**src/hdl/lctg_map.svh**
```systemverilog
`ifndef LCTG_MAP_SVH
`define LCTG_MAP_SVH
// Times in ns unless noted; cycle counts derive from the 10 ns clock.
`define LCTG_CLK_PERIOD_NS        10
`define LCTG_REFRESH_RECOVERY_NS  72
`define LCTG_ACT_TO_ACCESS_NS     15
`define LCTG_PRECHARGE_NS         15
`define LCTG_ACT_TO_ACT_NS        10
`define LCTG_WRITE_RECOVERY_NS    15
`define LCTG_SELF_REFRESH_EXIT_NS 120
`define LCTG_ACT_TO_PRE_MIN_NS    40
`define LCTG_ACT_TO_PRE_MAX_NS    70000
`define LCTG_AVG_REFRESH_NS       7800
`define LCTG_MAX_POSTED           8
`define LCTG_WTR_CYC              1
`define LCTG_PD_EXIT_CYC          2
`define LCTG_CKE_MIN_CYC          1
`define LCTG_MODE_SET_CYC         2
`define LCTG_SRR_TO_READ_CYC      2
`define LCTG_CEIL(ns) (((ns) + `LCTG_CLK_PERIOD_NS - 1) / `LCTG_CLK_PERIOD_NS)
`define LCTG_FLOOR(ns) ((ns) / `LCTG_CLK_PERIOD_NS)
`endif

```
**src/hdl/lctg_pkg.sv**
```systemverilog
package lctg_pkg;
   typedef enum logic [3:0] {
      LCTG_NOP = 4'h0, LCTG_ACT = 4'h1, LCTG_RD = 4'h2, LCTG_WR = 4'h3,
      LCTG_WRA = 4'h4, LCTG_PRE = 4'h5, LCTG_REF = 4'h6, LCTG_SRE = 4'h7,
      LCTG_SRX = 4'h8, LCTG_PDE = 4'h9, LCTG_PDX = 4'hA, LCTG_MRS = 4'hB,
      LCTG_SRR = 4'hC
   } lctg_cmd_e;
   typedef struct packed {
      lctg_cmd_e  cmd;
      logic [1:0] bank;
   } lctg_req_s;
   typedef struct packed {
      logic cs_n;
      logic ras_n;
      logic cas_n;
      logic we_n;
      logic cke;
      logic ap;
      logic [1:0] ba;
   } lctg_pins_s;
endpackage : lctg_pkg

```
**src/hdl/lctg_guard.sv**
```systemverilog
`timescale 1ns/1ps
`include "lctg_map.svh"
// Overview of operation
// Wait refresh recovery after auto refresh before ACTIVE or refresh.
// Wait activate-to-access after ACTIVE, and precharge period after PRECHARGE.
// Space ACTIVEs to different banks by the bank-to-bank delay.
// Write recovery after last write data before precharge, at least one cycle.
// Auto-precharge write total is ceil write recovery plus ceil precharge.
// Wait one cycle after internal write before READ.
// After self refresh exit, no command for 120 ns with clocks running.
// After power-down exit, wait the exit delay with a clock pulse inside.
// Hold each clock-enable level at least one cycle.
// Issue refreshes at an average interval no longer than 7.8 us.
// At most eight refreshes owed; gap never exceeds eight intervals.
// Status read: two cycles after mode command, then latency plus one.
// Device returns read data at the programmed read latency.
// Change clock frequency only in power-down or self refresh.
// Keep a row open at least 40 ns and at most 70000 ns.
// Wait two cycles after mode register set.
// Per-bank and global down-counters block commands until they expire.
module lctg_guard #(
   parameter int BANKS         = 4,
   parameter int READ_LATENCY  = 3,
   parameter int REFI_CYC      = `LCTG_FLOOR(`LCTG_AVG_REFRESH_NS),
   parameter int RAS_MAX_CYC   = `LCTG_FLOOR(`LCTG_ACT_TO_PRE_MAX_NS)
) (
   // Clock and reset.
   input  wire logic               clk,
   input  wire logic               sys_rst,
   // User request port.
   input  wire lctg_pkg::lctg_req_s req,
   input  wire logic               req_valid,
   output logic                    req_ready,
   // Status toward the user.
   output logic                    refresh_urgent,
   output logic                    row_timeout,
   output logic                    freq_change_ok,
   output logic                    rdata_valid,
   // Memory command pins.
   output lctg_pkg::lctg_pins_s    pins,
   // Read strobe returned by the memory side.
   input  wire logic               mem_rdata_strobe
);
   localparam int RFC  = `LCTG_CEIL(`LCTG_REFRESH_RECOVERY_NS);
   localparam int RCD  = `LCTG_CEIL(`LCTG_ACT_TO_ACCESS_NS);
   localparam int RP   = `LCTG_CEIL(`LCTG_PRECHARGE_NS);
   localparam int RRD  = `LCTG_CEIL(`LCTG_ACT_TO_ACT_NS);
   localparam int WR   = (`LCTG_CEIL(`LCTG_WRITE_RECOVERY_NS) < 1) ? 1 :
                         `LCTG_CEIL(`LCTG_WRITE_RECOVERY_NS);
   localparam int DAL  = WR + RP;
   localparam int XSR  = `LCTG_CEIL(`LCTG_SELF_REFRESH_EXIT_NS);
   localparam int RAS  = `LCTG_CEIL(`LCTG_ACT_TO_PRE_MIN_NS);
   localparam int CW   = 8;
   localparam int RW   = 32;
   localparam int OW   = 4;

   initial begin
      if (BANKS != 4 || READ_LATENCY < 2 || READ_LATENCY > 3 || REFI_CYC < 2 ||
          RAS_MAX_CYC <= RAS)
         $error("lctg_guard: unsupported parameter values");
   end

   typedef enum logic [2:0] {
      ST_IDLE = 3'b001, ST_PDOWN = 3'b010, ST_SREF = 3'b100
   } lctg_pwr_e;

   lctg_pwr_e              pwr_r, pwr_nxt;
   logic [CW-1:0]          glob_r, rrd_r, cke_r, wtr_r;
   logic [CW-1:0]          bank_r [BANKS];
   logic [CW-1:0]          ras_r  [BANKS];
   logic [RW-1:0]          rowage_r [BANKS];
   logic [BANKS-1:0]       open_r;
   logic [RW-1:0]          refi_r;
   logic [OW-1:0]          owed_r;
   logic                   strb_s1_r, strb_s2_r;
   lctg_pkg::lctg_req_s    req_r;

   wire lctg_pkg::lctg_cmd_e cmd  = req.cmd;
   wire [1:0]                bk   = req.bank;
   wire is_act   = cmd == lctg_pkg::LCTG_ACT;
   wire is_rd    = cmd == lctg_pkg::LCTG_RD || cmd == lctg_pkg::LCTG_SRR;
   wire is_wr    = cmd == lctg_pkg::LCTG_WR || cmd == lctg_pkg::LCTG_WRA;
   // A status read returns a register, not array data, so it needs no open row.
   wire is_acc   = is_wr || cmd == lctg_pkg::LCTG_RD;
   wire is_pre   = cmd == lctg_pkg::LCTG_PRE;
   wire is_ref   = cmd == lctg_pkg::LCTG_REF;
   wire is_cke   = cmd inside {lctg_pkg::LCTG_SRE, lctg_pkg::LCTG_SRX,
                               lctg_pkg::LCTG_PDE, lctg_pkg::LCTG_PDX};
   wire bank_ok  = bank_r[bk] == '0;
   wire pwr_ok   = (pwr_r == ST_IDLE) ? !(cmd inside {lctg_pkg::LCTG_SRX,
                   lctg_pkg::LCTG_PDX}) : (pwr_r == ST_PDOWN) ?
                   cmd == lctg_pkg::LCTG_PDX : cmd == lctg_pkg::LCTG_SRX;
   wire legal    = glob_r == '0 && pwr_ok &&
                   (!is_act || (rrd_r == '0 && bank_ok && !open_r[bk])) &&
                   (!is_acc || (bank_ok && open_r[bk])) &&
                   (!is_rd || wtr_r == '0) &&
                   (!is_pre || (bank_ok && ras_r[bk] == '0)) &&
                   (!is_cke || cke_r == '0) &&
                   (!(is_ref || cmd == lctg_pkg::LCTG_SRE) || open_r == '0);
   // Refresh has priority once seven refreshes are owed so the posted limit is never passed.
   wire ref_hold = owed_r >= OW'(`LCTG_MAX_POSTED - 1) && !is_ref;
   wire take     = req_valid && req_ready && legal && !ref_hold;
   wire any_old  = |{rowage_r[0] >= RW'(RAS_MAX_CYC), rowage_r[1] >= RW'(RAS_MAX_CYC),
                     rowage_r[2] >= RW'(RAS_MAX_CYC), rowage_r[3] >= RW'(RAS_MAX_CYC)};

   always_comb begin
      case (pwr_r)
         ST_IDLE:  pwr_nxt = (take && cmd == lctg_pkg::LCTG_SRE) ? ST_SREF :
                             (take && cmd == lctg_pkg::LCTG_PDE) ? ST_PDOWN : ST_IDLE;
         ST_PDOWN: pwr_nxt = (take && cmd == lctg_pkg::LCTG_PDX) ? ST_IDLE : ST_PDOWN;
         ST_SREF:  pwr_nxt = (take && cmd == lctg_pkg::LCTG_SRX) ? ST_IDLE : ST_SREF;
         default:  pwr_nxt = ST_IDLE;
      endcase
   end

   always_ff @(posedge clk or posedge sys_rst) begin
      if (sys_rst) begin
         pwr_r <= ST_IDLE;
         req_ready <= 1'b0;
      end else begin
         pwr_r <= pwr_nxt;
         req_ready <= 1'b1;
      end
   end

   // Global spacing counter loaded by the command just issued.
   always_ff @(posedge clk or posedge sys_rst) begin
      if (sys_rst) begin
         glob_r <= '0;
      end else if (take) begin
         case (cmd)
            lctg_pkg::LCTG_REF: glob_r <= CW'(RFC - 1);
            lctg_pkg::LCTG_SRX: glob_r <= CW'(XSR - 1);
            lctg_pkg::LCTG_PDX: glob_r <= CW'(`LCTG_PD_EXIT_CYC - 1);
            lctg_pkg::LCTG_MRS: glob_r <= CW'(`LCTG_MODE_SET_CYC - 1);
            lctg_pkg::LCTG_SRR: glob_r <= CW'(READ_LATENCY);
            default:            glob_r <= '0;
         endcase
      end else if (glob_r != '0) begin
         glob_r <= glob_r - CW'(1);
      end
   end

   // The mode command of a status read is issued as MODE_REGISTER_SET, which covers the
   // two-cycle gap to the following status read itself.                R12
   always_ff @(posedge clk or posedge sys_rst) begin
      if (sys_rst) begin
         rrd_r <= '0;
         cke_r <= '0;
         wtr_r <= '0;
      end else begin
         rrd_r <= (take && is_act) ? CW'(RRD - 1) : (rrd_r != '0) ? rrd_r - CW'(1) : '0;
         cke_r <= (take && is_cke) ? CW'(`LCTG_CKE_MIN_CYC) :
                  (cke_r != '0) ? cke_r - CW'(1) : '0;
         wtr_r <= (take && is_wr) ? CW'(`LCTG_WTR_CYC + 1) :
                  (wtr_r != '0) ? wtr_r - CW'(1) : '0;
      end
   end

   for (genvar b = 0; b < BANKS; b++) begin : g_bank
      wire hit = take && (bk == 2'(b) || cmd == lctg_pkg::LCTG_REF);
      always_ff @(posedge clk or posedge sys_rst) begin
         if (sys_rst) begin
            bank_r[b]   <= '0;
            ras_r[b]    <= '0;
            rowage_r[b] <= '0;
            open_r[b]   <= 1'b0;
         end else begin
            if (hit && is_act) begin
               bank_r[b] <= CW'(RCD - 1);
               ras_r[b]  <= CW'(RAS - 1);
               open_r[b] <= 1'b1;
            end else if (hit && cmd == lctg_pkg::LCTG_WRA) begin
               bank_r[b] <= CW'(DAL - 1);
               open_r[b] <= 1'b0;
            end else if (hit && cmd == lctg_pkg::LCTG_WR) begin
               bank_r[b] <= '0;
               ras_r[b]  <= (ras_r[b] > CW'(WR)) ? ras_r[b] : CW'(WR);
            end else if (hit && is_pre) begin
               bank_r[b] <= CW'(RP - 1);
               open_r[b] <= 1'b0;
            end else begin
               if (bank_r[b] != '0) bank_r[b] <= bank_r[b] - CW'(1);
               if (ras_r[b] != '0) ras_r[b] <= ras_r[b] - CW'(1);
            end
            rowage_r[b] <= (open_r[b] && !(hit && is_act)) ? rowage_r[b] + RW'(1) : '0;
         end
      end
   end

   // Refresh debt: one owed per interval, one paid per refresh issued.
   always_ff @(posedge clk or posedge sys_rst) begin
      if (sys_rst) begin
         refi_r <= '0;
         owed_r <= '0;
      end else begin
         refi_r <= (refi_r == RW'(REFI_CYC - 1)) ? '0 : refi_r + RW'(1);
         if (pwr_r == ST_SREF) begin
            owed_r <= '0;
         end else if (refi_r == RW'(REFI_CYC - 1) && !(take && is_ref)) begin
            owed_r <= (owed_r == OW'(`LCTG_MAX_POSTED)) ? owed_r : owed_r + OW'(1);
         end else if (!(refi_r == RW'(REFI_CYC - 1)) && take && is_ref && owed_r != '0) begin
            owed_r <= owed_r - OW'(1);
         end
      end
   end

   // Read data strobe comes from the memory domain; two flops before use.
   always_ff @(posedge clk or posedge sys_rst) begin
      if (sys_rst) begin
         strb_s1_r <= 1'b0;
         strb_s2_r <= 1'b0;
      end else begin
         strb_s1_r <= mem_rdata_strobe;
         strb_s2_r <= strb_s1_r;
      end
   end

   always_ff @(posedge clk or posedge sys_rst) begin
      if (sys_rst) begin
         pins           <= '{cs_n: 1'b1, ras_n: 1'b1, cas_n: 1'b1, we_n: 1'b1,
                             cke: 1'b1, ap: 1'b0, ba: 2'h0};
         refresh_urgent <= 1'b0;
         row_timeout    <= 1'b0;
         freq_change_ok <= 1'b0;
         rdata_valid    <= 1'b0;
         req_r          <= '{cmd: lctg_pkg::LCTG_NOP, bank: 2'h0};
      end else begin
         req_r          <= take ? req : '{cmd: lctg_pkg::LCTG_NOP, bank: 2'h0};
         pins.ba        <= bk;
         pins.ap        <= take && cmd == lctg_pkg::LCTG_WRA;
         pins.cs_n      <= !(take && !is_cke) &&
                           !(take && cmd inside {lctg_pkg::LCTG_SRE});
         pins.ras_n     <= !(take && (is_act || is_pre || is_ref ||
                           cmd inside {lctg_pkg::LCTG_MRS, lctg_pkg::LCTG_SRE}));
         pins.cas_n     <= !(take && (is_rd || is_wr || is_ref ||
                           cmd inside {lctg_pkg::LCTG_MRS, lctg_pkg::LCTG_SRE}));
         pins.we_n      <= !(take && (is_wr || is_pre || cmd == lctg_pkg::LCTG_MRS));
         pins.cke       <= pwr_nxt == ST_IDLE;
         refresh_urgent <= owed_r >= OW'(`LCTG_MAX_POSTED - 1);
         row_timeout    <= any_old;
         freq_change_ok <= pwr_r != ST_IDLE;
         rdata_valid    <= strb_s2_r;
      end
   end
endmodule : lctg_guard

```
**config.mk**
```make
export PLATFORM = sky130hd
export DESIGN_NAME = lctg_guard
export DESIGN_NICKNAME = d
export VERILOG_FILES = /design/src/hdl/lctg_pkg.sv /design/src/hdl/lctg_guard.sv
export VERILOG_INCLUDE_DIRS = /design/src /design/src/hdl
export SDC_FILE = /design/constraint.sdc
export NUM_CORES = 1
export LEC_CHECK = 0
export BUFFER_PORTS_ARGS = -buffer_cell sky130_fd_sc_hd__buf_4
export CAP_MARGIN = 20
export CORE_MARGIN = 1
export CORE_UTILIZATION = 35
export CTS_CLUSTER_DIAMETER = 200
export DETAILED_ROUTE_END_ITERATION = 6
export PLACE_DENSITY = 0.58
export SLEW_MARGIN = 20
export SYNTH_ARGS = -nofsm -noshare
export SYNTH_HDL_FRONTEND = slang
export SYNTH_SLANG_ARGS = --single-unit
```
**constraint.sdc**
```tcl
create_clock -name clk -period 16.3 [get_ports clk]
set_clock_uncertainty 0.1 [all_clocks]
set_input_delay 1.63 -clock clk [delete_from_list [all_inputs] [get_ports clk]]
set_output_delay 1.63 -clock clk [all_outputs]
set_load 0.02 [all_outputs]
```
# ---- After elaboration in Yosys (flattened, before gate mapping)
# Cells that the tools add are included.
dict set report totals {
  reg_bits 282
  inputBits 10
  output_inout_bits 13
  word_cells 349
}
dict set report classes {
  addsub 19
  magnitude_cmp 11
  n_eq_ne 39
  muxes 93
  bitwise_logic 1
  reduce_logical 149
}
# op n
set ops {}
lappend ops {{$mux 8} 56}
lappend ops {{$add 32x1->32 const B} 5}
lappend ops {{$mux 32} 5}
lappend ops {{$ge 32x13->1 const B} 4}
lappend ops {{$reduce_bool 8->1} 12}
lappend ops {{$sub 8x1->8 const B} 12}
lappend ops {{$logic_and 1x1->1} 57}
lappend ops {{$logic_not 8->1} 6}
lappend ops {{$ne 3x3->1 const B} 13}
lappend ops {{$bmux 8 s2} 2}
lappend ops {{$eq 32x10->1 const B} 1}
lappend ops {{$gt 8x2->1 const B} 4}
lappend ops {{$reduce_bool 3->1} 9}
lappend ops {{$eq 4x4->1 const B} 6}
lappend ops {{$logic_or 1x1->1} 22}
lappend ops {{$logic_not 1->1} 21}
lappend ops {{$reduce_bool 5->1} 4}
lappend ops {{$mux 1} 19}
lappend ops {{$eq 4x3->1 const B} 4}
lappend ops {{$mux 4} 4}
lappend ops {{$pmux 4 s4} 1}
lappend ops {{$reduce_and 4->1} 4}
lappend ops {{$reduce_and 2->1} 5}
lappend ops {{$pmux 3 s3} 1}
lappend ops {{other kinds (24)} 35}

# ---- Depth between registers and ports, before layout
# Gate-level depths: netlist of the first run.
dict set report depth {
  depth_word 22
  ltp_mapped 13
}

# ---- Worst setup path after synthesis of the first run
# OpenSTA, ideal clock, no wires.
dict set report synth_timing {
  kind {input -> register}
  from {input port req[2] (netlist name)}
  to {register owed_r[3]}
  setup_ps 127
  arrival_time_ps 4005
  setup_slack_ps 12067
  path_stages 12
  n_path_buf 1
  cell_sequence {clkbuf_1 nand2_1 mux2i_1 o21ai_2 o41ai_1 ha_1 a21o_1 a21oi_1 xnor2_1 o21ai_0 nand2_1 o21ai_0}
}
dict set report synth_via {
  elab_chain_cells 18
  word_cells_on_any_way 55
}
# element line_no
set synth_rtl {}
lappend synth_rtl {{start, declared} lctg_guard.sv:31} ;# input wire lctg_pkg::lctg_req_s req,
lappend synth_rtl {{$eq 4x4->1} {lctg_guard.sv:87, lctg_guard.sv:90, lctg_guard.sv:92}}
lappend synth_rtl {{$reduce_bool 2->1} lctg_guard.sv:90} ;# wire pwr_ok = (pwr_r == ST_IDLE) ? !(cmd inside {lctg_pkg::LCTG_SRX,
lappend synth_rtl {{$logic_not 1->1} lctg_guard.sv:90}
lappend synth_rtl {{$mux 1} lctg_guard.sv:90}
lappend synth_rtl {{$logic_and 1x1->1 (2 in series)} lctg_guard.sv:93} ;# wire legal = glob_r == '0 && pwr_ok &&
lappend synth_rtl {{$logic_and 1x1->1} lctg_guard.sv:94} ;# (!is_act || (rrd_r == '0 && bank_ok && !open_r[bk])) &&
lappend synth_rtl {{$logic_and 1x1->1} lctg_guard.sv:95} ;# (!is_acc || (bank_ok && open_r[bk])) &&
lappend synth_rtl {{$logic_and 1x1->1} lctg_guard.sv:96} ;# (!is_rd || wtr_r == '0) &&
lappend synth_rtl {{$logic_and 1x1->1} lctg_guard.sv:97} ;# (!is_pre || (bank_ok && ras_r[bk] == '0)) &&
lappend synth_rtl {{$logic_and 1x1->1} lctg_guard.sv:98} ;# (!is_cke || cke_r == '0) &&
lappend synth_rtl {{$logic_and 1x1->1 (2 in series)} lctg_guard.sv:102} ;# wire take = req_valid && req_ready && legal && !ref_hold;
lappend synth_rtl {{$logic_and 1x1->1 (on tied branches)} {lctg_guard.sv:200, lctg_guard.sv:202}}
lappend synth_rtl {{$logic_not 1->1 / $logic_and 1x1->1 (equally long branches)} {lctg_guard.sv:200, lctg_guard.sv:202}}
lappend synth_rtl {{$logic_and 1x1->1 (on tied branches)} {lctg_guard.sv:200, lctg_guard.sv:202}}
lappend synth_rtl {{$ne 3x3->1 (no line) (tied with other cells)} --}
lappend synth_rtl {{$reduce_and 2->1 (no line) / $mux 4 (equally long branches)} --}
lappend synth_rtl {{end signal, assigned} lctg_guard.sv:201} ;# owed_r <= (owed_r == OW'(`LCTG_MAX_POSTED)) ? owed_r : owed_r + OW'(1);
lappend synth_rtl {{end signal, assigned} lctg_guard.sv:203} ;# owed_r <= owed_r - OW'(1);
lappend synth_rtl {{end, declared} lctg_guard.sv:74} ;# logic [OW-1:0] owed_r;
# Parallel ways exist; a longest one is shown, timed or not.
# A chain may end at the register's enable or synchronous reset.

# ---- Worst setup path in the final report of the first run
dict set report layout_timing {
  from {input port req[5] (netlist name)}
  to {register bank_r[17] (netlist name)}
}
dict set report layout_via {
  elab_chain_cells 19
  word_cells_on_any_way 55
}
# element line_no
set layout_rtl {}
lappend layout_rtl {{$eq 4x4->1} {lctg_guard.sv:87, lctg_guard.sv:90, lctg_guard.sv:92}}
lappend layout_rtl {{$reduce_bool 2->1} lctg_guard.sv:90}
lappend layout_rtl {{$logic_not 1->1} lctg_guard.sv:90}
lappend layout_rtl {{$mux 1} lctg_guard.sv:90}
lappend layout_rtl {{$logic_and 1x1->1 (2 in series)} lctg_guard.sv:93}
lappend layout_rtl {{$logic_and 1x1->1} lctg_guard.sv:94}
lappend layout_rtl {{$logic_and 1x1->1} lctg_guard.sv:95}
lappend layout_rtl {{$logic_and 1x1->1} lctg_guard.sv:96}
lappend layout_rtl {{$logic_and 1x1->1} lctg_guard.sv:97}
lappend layout_rtl {{$logic_and 1x1->1} lctg_guard.sv:98}
lappend layout_rtl {{$logic_and 1x1->1 (2 in series)} lctg_guard.sv:102}
lappend layout_rtl {{$logic_and 1x1->1} lctg_guard.sv:161} ;# wire hit = take && (bk == 2'(b) || cmd == lctg_pkg::LCTG_REF);
lappend layout_rtl {{$logic_and 1x1->1} lctg_guard.sv:179} ;# end else if (hit && is_pre) begin
lappend layout_rtl {{$mux 8} lctg_guard.sv:179}
lappend layout_rtl {{$mux 8} lctg_guard.sv:176} ;# end else if (hit && cmd == lctg_pkg::LCTG_WR) begin
lappend layout_rtl {{$mux 8} lctg_guard.sv:173} ;# end else if (hit && cmd == lctg_pkg::LCTG_WRA) begin
lappend layout_rtl {{$mux 8} lctg_guard.sv:169} ;# if (hit && is_act) begin
lappend layout_rtl {{end signal, assigned by index} lctg_guard.sv:170} ;# bank_r[b] <= CW'(RCD - 1);
lappend layout_rtl {{end signal, assigned by index} lctg_guard.sv:174} ;# bank_r[b] <= CW'(DAL - 1);
lappend layout_rtl {{end signal, assigned by index} lctg_guard.sv:180} ;# bank_r[b] <= CW'(RP - 1);
lappend layout_rtl {{end, declared} lctg_guard.sv:69} ;# logic [CW-1:0] bank_r [BANKS];
# Parallel ways exist; a longest one is shown, timed or not.

==> results of run 1 <==
-- metrics by stage --
stage | area (um2) | hold slack, ns
floorplan | 14800 | 0.231
finish | 16700 | 0.246
global placement | 15500 | 0.236
CTS | 16700 | 0.247
detailed placement | 15500 | 0.235
global route | 16700 | 0.268
-- logic make-up after synthesis --
group                    Yosys count  synth area share, %
AO/OA/AOI/OAI                    224                 9.78
buffers and inverters             91                 2.40
XOR/XNOR                         170                 10.1
AND/OR/NAND/NOR                  730                 26.2
other                              1               0.0254
adder cells (fa/ha/maj)           31                 2.67
flip-flops                       282                 47.8
multiplexers                      13                 1.06
-- layout make-up --
class,instances,area (um2),area share [%]
Tap cell,532,666,3.99
Clock inverter,7,87.6,0.525
Inverter,60,233,1.40
Clock buffer,50,1040,6.27
Timing Repair Buffer,26,208,1.25
Sequential cell,282,7070,42.4
Multi-Input combinational cell,1169,7370,44.2
-- worst max-delay path, stage by stage --
cell and delay [ns]:
buf_4 0.20, nor4bb_1 0.39, o211ai_1 0.16, a21o_1 0.24, nor4_4 0.24, o2111ai_2 0.53
nor2_2 0.55, nand2_1 0.25, nand3_1 0.19, mux2_2 0.34
-- routing by layer --
| metal | GRT usage, % | routed length [um] | part of all wire [%] | up-vias |
|---|---|---|---|---|
| li1 | - | - | - | 5430 |
| met1 | 19.6 | 15000 | 49 | 5279 |
| met2 | 23.4 | 13900 | 45 | 128 |
| met3 | 2.51 | 1020 | 3.3 | 64 |
| met4 | 4.92 | 810 | 2.6 | 0 |
| met5 | 0 | 0 | 0 | - |
-- worst paths after layout --
| kind | depth (start not counted) | slack [ns] | end | from |
|---|---|---|---|---|
| setup / recovery | 10 | 11.88 | bank_r[17] | req[5] |
| hold / removal | 0 | 0.25 | strb_s2_r | strb_s1_r |
| setup reg to reg | 8 | 12.32 | bank_r[17] | open_r[1] |
| hold reg to reg | 0 | 0.25 | strb_s2_r | strb_s1_r |
| max in group asynchronous | 3 | 13.61 | ras_r[23] | sys_rst |
| min in group asynchronous | 2 | 1.15 | rdata_valid | sys_rst |
-- cell usage in the layout, fill, tap and decap left out, types with 7 or more instances in the layout --
cell       netlist  layout
clkbuf_8         0       7
o211ai_1         7       7
inv_1           60      59
a21oi_1         52      52
nand3_1         83      83
and4_1           8       8
nor3b_1          7       7
o31ai_1          8       8
nand2b_1        26      26
buf_4            1      25
o22ai_1         10      10
a21boi_0        22      22
nor2_1         128     128
or3_1           25      25
a31oi_1          7       7
o21ai_0         61      61
nor3_1          43      43
and3_1          29      29
clkbuf_16        0      37
nor2b_1         12      12
dfrtp_1        276     275
a21o_1          16      16
ha_1            30      30
and2_1         109     109
xnor2_1        124     124
xor2_1          46      46
nand2_1        138     138
nand4_1         36      36
nor4_1          51      51
-- state kept, by name, indices dropped and copies added (netlist names) --
signal and count:
wtr_r 8, owed_r 4, pwr_r 3, rdata_valid 1, row_timeout 1, rowage_r 128
req_ready 1, rrd_r 8, cke_r 8, open_r 4, refi_r 32, bank_r 32
freq_change_ok 1, pins 8, strb_s1_r 1, refresh_urgent 1, ras_r 32, strb_s2_r 1
glob_r 8
-- synthesized netlist by cell type (12+ instances only) --
cell type  instances
ha_1              30
nor2b_1           12
and2_1           109
nand4_1           36
a21oi_1           52
xor2_1            46
a21o_1            16
inv_1             60
o21ai_0           61
or3_1             25
nand2b_1          26
clkbuf_1          26
nand2_1          138
nand3_1           83
a21boi_0          22
nor3_1            43
nor2_1           128
dfrtp_1          276
xnor2_1          124
nor4_1            51
and3_1            29
-- power breakdown --
| group | switching, uW | leakage, uW | internal, uW | total, uW |
|---|---|---|---|---|
| registers | 115 | 0.00371 | 812 | 927 |
| clock network | 294 | 0.000557 | 473 | 767 |
| logic | 206 | 0.00303 | 176 | 383 |
| total | 615 | 0.00731 | 1460 | 2080 |
==> results.md, run 1 <==
* Synth cell types at 78
* Residual DRC count at 0
* Peak Freq at 226 MHz
* Final worst slack at 11.88 ns
* Min Tclk post-route at 4.42 ns
* Sequential share of the synthesized area at 47.8%
* Row count at 74
* Largest net degree at the start of global routing at 166
* Routed length per instance at 14.4 um
* CTS resizes at 0
* Worst-Skew Late Latency at 0.52 ns
* Syn. warnings at 0
* Crit path kind: in -> reg
* Remaining antenna violation count after routing at 0
* DIE WIDTH at 208 um
* Post-CTS setup buffer count at 0
* Mapped Area at 14800 um2
* Area contributors post-synth: dfrtp_1, xnor2_1, and2_1
* Fin. Hold Viols at 0
* Max-cap violations at 0
* Final setup violation count at 0
* Worst-Margin Slew at 1.06 ns
* Syn Nets at 1583
* Relative slew margins at 29.6%
* Clock buffer depth at 3
* IO Port Bufs at 22
* Share of cells above drive strength 1 at 7.72%
* Pre-CTS setup slack at 11.40 ns
* Total CTS buffers at 34
* Synth Register Bits at 282
* Worst Path Required at 16.60 ns
* First drt pass iteration count at 5
* Tcrit/Tclk final at 27.1%
* TritonCTS Sinks at 282
* DP Wirelength at 20.9 mm
* Setup TNS at 0 ns
* Crit end category: flip-flop
* Vias in the first global route at 10711
* Die area at 43100 um2
* Initial antenna violation count at 0
* Leakage at 0.00731 uW
* Clock Pin Slew Worst Setup and Hold Paths at 0.05 ns
* # IOs at 23
* Post-synth top area share at 46.7%
* Fin. max-slew vios at 0
* Die height at 208 um
* Critical Path AT at 4.72 ns
* EDFF count, synth at 0
* Post-layout util at 40.5%
* Main synth FF type: dfrtp_1
* Pwr dens at 125 nW/um2
* Total chip power at 2080 uW
* CP startpoint kind: input port
* Async SR Flop Fraction at 100%
* Final Non-Filler Cells at 2126
* Number of diodes at 0
* Fin nets at 1614
* Final WL at 30.7 mm
* Via/cell ratio at 5.13
* CTS tree: done
* Mean Syn Cell Area at 9.59 um2
* Iteration-0 DRC count of the detailed router at 644
* Routability Congestion at 0.889
* GRT overflow at 0
* Via count at 10901
* Area growth syn-to-layout at 12.7%
* Max VDD drop at 0.0838 mV
* H-tree Lvls at 2
* Min-Delay Path Class: reg -> reg
* Global-route wire length before repair at 52.5 mm
* Initial cell density of the core at 35.9%
* Worst-path fanout max at 20
* Root Buffer: clkbuf_16
* Status: finished, final reports clean
* Post-Syn Instances at 1542
* RSZ-0062 raised after global routing: false
* Hold Buf Count CTS at 0
* Largest area contributor in the netlist: dfrtp_1
* Total global-route track usage at 14.5%
* # fillers at 4030
* DP Cell Count at 2069
* Core area at 41200 um2
Note: power is estimated with default switching activity, not from simulation.
==> inputs of run 2 (changes only) <==
--- a/config.mk
+++ b/config.mk
@@ -12,7 +12,7 @@
 export CORE_UTILIZATION = 35
 export CTS_CLUSTER_DIAMETER = 200
 export DETAILED_ROUTE_END_ITERATION = 6
-export PLACE_DENSITY = 0.58
+export PLACE_DENSITY = 0.6
 export SLEW_MARGIN = 20
 export SYNTH_ARGS = -nofsm -noshare
 export SYNTH_HDL_FRONTEND = slang
==> constraint.sdc (replaced) <==
create_clock -name clk -period 4 [get_ports clk]
set_clock_uncertainty 0.1 [all_clocks]
set_input_delay 0.4 -clock clk [delete_from_list [all_inputs] [get_ports clk]]
set_output_delay 0.4 -clock clk [all_outputs]
set_load 0.02 [all_outputs]
==> run 2 against run 1 <==
  * Critical path depth is 1 lower
  * Largest cell class unchanged
  * Routed wire length is 0.94% higher
  * Non-clock buffer count is 18 higher
  * Sequential share of layout area is 0.60 points lower
  * Critical path type is now reg -> reg
  * Largest power group unchanged
==> results.md, run 2 (synthesis results as in run 1) <==
* Worst-path fanout max at 9
* Largest net degree at the start of global routing at 109
* Peak Freq at 290 MHz
* Vias in the first global route at 10928
* Min Tclk post-route at 3.45 ns
* Most frequent cells in the layout: dfrtp_1, nand2_1, nor2_1
* WHS Endpoint: pins[6]
* Most flop-heavy register: rowage_r
* Final Instance Area at 16900 um2
* Area growth syn-to-layout at 14.4%
* DP Wirelength at 21.1 mm
* Initial cell density of the core at 35.9%
* Min-Delay Path Class: in -> reg
* First drt pass iteration count at 5
* Final Non-Filler Cells at 2150
* Relative slew margins at 45.1%
* Residual DRC count at 0
* Worst hold path depth at 3
* Fin nets at 1633
* Total CTS buffers at 35
* Post-CTS setup buffer count at 0
* Leakage at 0.00744 uW
* Crit end category: flip-flop
* Most common cell after layout, fill and taps aside: dfrtp_1
* Fin. Hold Viols at 0
* Row count at 74
* Share of cells above drive strength 1 at 8.72%
* Total global-route track usage at 14.8%
* # IOs at 23
* Crit path top cell by count: nor4_1
* IO Port Bufs at 22
* Pwr dens at 508 nW/um2
* Remaining antenna violation count after routing at 0
* Critical Path AT at 3.76 ns
* Final WL at 31.0 mm
* DIE WIDTH at 208 um
* Root Buffer: clkbuf_16
* Iteration-0 DRC count of the detailed router at 621
* Max-cap violations at 0
* Fin. max-slew vios at 0
* Reg2reg start: bank_r[28]
* Status: finished, final reports clean
* CP startpoint kind: flip-flop
* H-tree Lvls at 2
* Hold Path Origin: req[3]
* Slowest cell on crit path: nor4_1
* Hold Buf Count CTS at 4
* Final setup violation count at 0
* DP Cell Count at 2083
* Max FFs per register at 128
* Setup TNS at 0 ns
* Routability Congestion at 0.827
* FF-to-FF End: ras_r[17]
* Final hold slack at 0.153 ns
* Via/cell ratio at 5.11
* Initial antenna violation count at 0
* CTS tree: done
* Max VDD drop at 0.335 mV
* TritonCTS Sinks at 282
* Die height at 208 um
* Max incr delay on CP at 0.54 ns
* Worst-Skew Late Latency at 0.52 ns
* R2R Setup Slk at 0.55 ns
* CTS resizes at 0
* Reg2reg path depth at 9
* RSZ-0062 raised after global routing: false
* Global-route wire length before repair at 53.8 mm
* Worst-Margin Slew at 0.815 ns
* Tcrit/Tclk final at 86.2%
* DP Area at 15700 um2
* Clock buffer depth at 3
* Core area at 41200 um2
* # fillers at 3977
* GRT overflow at 0
* Clock Pin Slew Worst Setup and Hold Paths at 0.06 ns
* Worst-path cell chain: nor4_1, a21boi_0, nor4_1, or3_1, o2111ai_2, buf_4, a211o_1, a22oi_4, mux2_4
* Worst Path Required at 4.31 ns
* Via count at 10983
* Crit path kind: reg -> reg
* Routed length per instance at 14.4 um
* Die area at 43100 um2
run 2: cell count changes in the layout (fill, tap and decap cells not counted), sizes merged:
| cell | delta |
|---|---|
| buf | +14 |
| dlygate4sd3 | +4 |
| inv | -1 |
| diode | +1 |
| clkbuf | +5 |
| clkinv | +1 |
run 2: per-layer routing:
| layer | wire length [um] | up-vias | track usage (%) |
|---|---|---|---|
| li1 | - | 5470 | - |
| met4 | 600 | 0 | 4.32 |
| met2 | 14200 | 153 | 23.7 |
| met1 | 15000 | 5306 | 20.4 |
| met3 | 1170 | 54 | 2.63 |
| met5 | 0 | - | 0 |
run 2: how the worst max path moves through the flow:
stage	end	start	cells after the start	slack, ns
after floorplan	bank_r[0]	sys_rst	1	-0.23
after global placement	owed_r[3]	req[4]	12	0.68
after detailed placement	ras_r[10]	bank_r[28]	10	0.58
after CTS	ras_r[10]	bank_r[28]	10	0.54
after global routing	ras_r[10]	bank_r[28]	10	0.37
final	ras_r[17]	bank_r[28]	9	0.55
run 2: area by class of cell:
cell class,instances,area (um2),area share [%]
multi-input cells,1169,7370,43.6
flip-flops and latches,282,7060,41.8
clock buffers,55,1110,6.59
well taps,532,666,3.94
repair buffers,44,378,2.23
inverters,60,229,1.35
clock inverters,7,88.8,0.525
diodes,1,2.50,0.0148
run 2: report_power, final:
| part | leakage (uW) | internal (uW) | total [uW] | switching, uW |
|---|---|---|---|---|
| clock | 0.000597 | 2030 | 3230 | 1200 |
| combinational | 0.00312 | 731 | 1580 | 847 |
| sequential | 0.00372 | 3310 | 3780 | 470 |
| total | 0.00744 | 6080 | 8590 | 2520 |
run 2: stage by stage:
step	power (uW)	worst slack [ns]	util, %
finish	8590	0.552	41.0
global route	9150	0.370	41.0
CTS	8730	0.541	41.0
detailed placement	5400	0.576	38.0
global placement	5330	0.682	38.0
floorplan	4990	-0.230	-
run 2: critical path, delay by kind of cell, from the launching register on:
family	cells	cell delay (ns)
AND/OR/NAND/NOR	3	1.32
flip-flops	1	0.41
multiplexers	1	0.33
AO/OA/AOI/OAI	4	0.96
buffers and inverters	1	0.21
==> inputs of run 3 (changes only) <==
--- a/config.mk
+++ b/config.mk
@@ -12,7 +12,7 @@
 export CORE_UTILIZATION = 35
 export CTS_CLUSTER_DIAMETER = 200
 export DETAILED_ROUTE_END_ITERATION = 6
-export PLACE_DENSITY = 0.6
+export PLACE_DENSITY = 0.58
 export SLEW_MARGIN = 20
 export SYNTH_ARGS = -nofsm -noshare
 export SYNTH_HDL_FRONTEND = slang
==> constraint.sdc (replaced) <==
create_clock -name clk -period 3.9 [get_ports clk]
set_clock_uncertainty 0.1 [all_clocks]
set_input_delay 0.39 -clock clk [delete_from_list [all_inputs] [get_ports clk]]
set_output_delay 0.39 -clock clk [all_outputs]
set_load 0.02 [all_outputs]
==> run 3 against run 2 <==
  * First-iteration DRC count increased by 8.2%
  * Register-to-register slack got worse by 0.18 ns
  * Utilization increased by 0.15 points
  * Critical path depth unchanged
  * Sequential power increased by 2%
  * Maximum frequency decreased by 2.2%
  * Largest power group unchanged
==> results.md, run 3 (synthesis results as in run 1) <==
* Iteration-0 DRC count of the detailed router at 672
* Max FFs per register at 128
* Number of diodes at 0
* Status: finished, final reports clean
* Core area at 41200 um2
* Die height at 208 um
* Share of cells above drive strength 1 at 9.05%
* Most common cell after layout, fill and taps aside: dfrtp_1
* Worst-Skew Late Latency at 0.53 ns
* Worst-path cell chain: nor4_1, a21boi_0, nor4_1, or3_1, o2111ai_2, buf_4, a211o_1, a22oi_4, mux2_4
* GRT overflow at 0
* Largest net degree at the start of global routing at 74
* Total CTS buffers at 35
* Worst-path fanout max at 10
* DP Area at 15700 um2
* # IOs at 23
* Max incr delay on CP at 0.55 ns
* Pwr dens at 525 nW/um2
* Peak Freq at 284 MHz
* Hold Path Origin: req[3]
* RSZ-0062 raised after global routing: false
* Clock Pin Slew Worst Setup and Hold Paths at 0.06 ns
* # fillers at 3999
* Final worst slack at 0.374 ns
* Initial cell density of the core at 35.9%
* Routability Congestion at 0.852
* FF-to-FF End: ras_r[17]
* Routed length per instance at 14.5 um
* R2R Setup Slk at 0.37 ns
* Fin. Hold Viols at 0
* Leakage at 0.00747 uW
* Vias in the first global route at 11114
* Global-route wire length before repair at 54.5 mm
* Worst hold path depth at 3
* Die area at 43100 um2
* DIE WIDTH at 208 um
* Worst-Margin Slew at 0.692 ns
* Post-CTS setup buffer count at 0
* Reg2reg start: bank_r[28]
* Via count at 10960
* Min-Delay Path Class: in -> reg
* Relative slew margins at 53.4%
* Max-cap violations at 0
* Pre-CTS setup slack at 0.419 ns
* Crit path top cell by count: nor4_1
* Initial antenna violation count at 1
* Area growth syn-to-layout at 14.8%
* First drt pass iteration count at 5
* Max VDD drop at 0.360 mV
* Worst Path Required at 4.21 ns
* Crit end category: flip-flop
* Final setup violation count at 0
* Residual DRC count at 0
* Multi-input logic area at 7370 um2
* DP Wirelength at 21.6 mm
* Fin nets at 1642
* Tcrit/Tclk final at 90.4%
* CP startpoint kind: flip-flop
* Row count at 74
* Most flop-heavy register: rowage_r
* Slowest cell on crit path: nor4_1
* Remaining antenna violation count after routing at 0
* Setup TNS at 0 ns
* Min Tclk post-route at 3.53 ns
* WHS Endpoint: pins[6]
* Final Instance Area at 17000 um2
* DP Cell Count at 2092
* H-tree Lvls at 2
* Fin. max-slew vios at 0
* TritonCTS Sinks at 282
* Reg2reg path depth at 9
* Total global-route track usage at 15.0%
* Clock buffer depth at 3
* Most frequent cells in the layout: dfrtp_1, nand2_1, nor2_1
* Critical Path AT at 3.84 ns
* Via/cell ratio at 5.08
* CTS tree: done
* Root Buffer: clkbuf_16
* Final WL at 31.3 mm
* Crit path kind: reg -> reg
* IO Port Bufs at 22
* Post-layout util at 41.2%
* FF+latch area at 7060 um2
* Final Non-Filler Cells at 2156
-- run 3: changes by cell type in the layout (fill, tap and decap cells not counted) --
cell / delta
buf_4: +9
clkbuf_16: -1
clkbuf_8: -7
clkinv_4: -1
clkinv_8: +1
bufinv_16: +3
inv_6: +1
clkinvlp_4: +2
clkbuf_1: +1
diode_2: -1
clkinv_2: -1
-- run 3: power by group --
| group | switching (uW) | total (uW) | leakage (uW) | internal [uW] |
|---|---|---|---|---|
| Combinational | 887 | 1660 | 0.00317 | 772 |
| Sequential | 478 | 3870 | 0.00372 | 3400 |
| Clock | 1260 | 3380 | 0.000582 | 2120 |
| Total | 2630 | 8910 | 0.00747 | 6290 |
-- run 3: metrics by stage --
stage                     hold slack, ns  total power, uW
after detailed placement           0.236             5570
after global placement             0.234             5510
after CTS                          0.113             9030
after floorplan                    0.231             5120
final                              0.136             8910
after global routing               0.135             9470
-- run 3: area by class of cell --
class,count,share of cell area (%)
multi-input combinational,1169,43.4
sequential,282,41.6
clock buffer,48,5.87
tap,532,3.92
timing repair buffer,53,2.62
inverter,60,1.35
clock inverter,12,1.21
-- run 3: repair_timing --
item                                   CTS  global route
endpoints found under the hold margin   21             0
hold buffers                             4             0
resized for setup                        0             0
-- run 3: critical path, delay by kind of cell (launching register included) --
kind / cells / cell delay (ns)
compound gates: 4 / 1.05
buf+inv: 1 / 0.28
flops: 1 / 0.41
mux: 1 / 0.33
simple gates: 3 / 1.24
-- run 3: metal layers --
metal | wire length (um) | vias up | track usage, % | part of all wire (%)
met5 | 0 | - | 0 | 0
met4 | 738 | 0 | 4.84 | 2.4
met3 | 1200 | 58 | 2.72 | 3.8
met2 | 14700 | 157 | 24.7 | 47
met1 | 14700 | 5265 | 20.0 | 47
li1 | - | 5480 | - | -
-- run 3: worst max path at each step --
stage	endpoint	startpoint	depth (start not counted)	slack (ns)
2_1_floorplan	bank_r[0]	sys_rst	1	-0.32
3_3_place_gp	ras_r[17]	bank_r[28]	9	0.51
3_5_place_dp	ras_r[17]	glob_r[0]	11	0.42
4_1_cts	ras_r[17]	glob_r[0]	11	0.39
5_1_grt	ras_r[14]	glob_r[0]	12	0.19
6_report	ras_r[17]	bank_r[28]	9	0.37
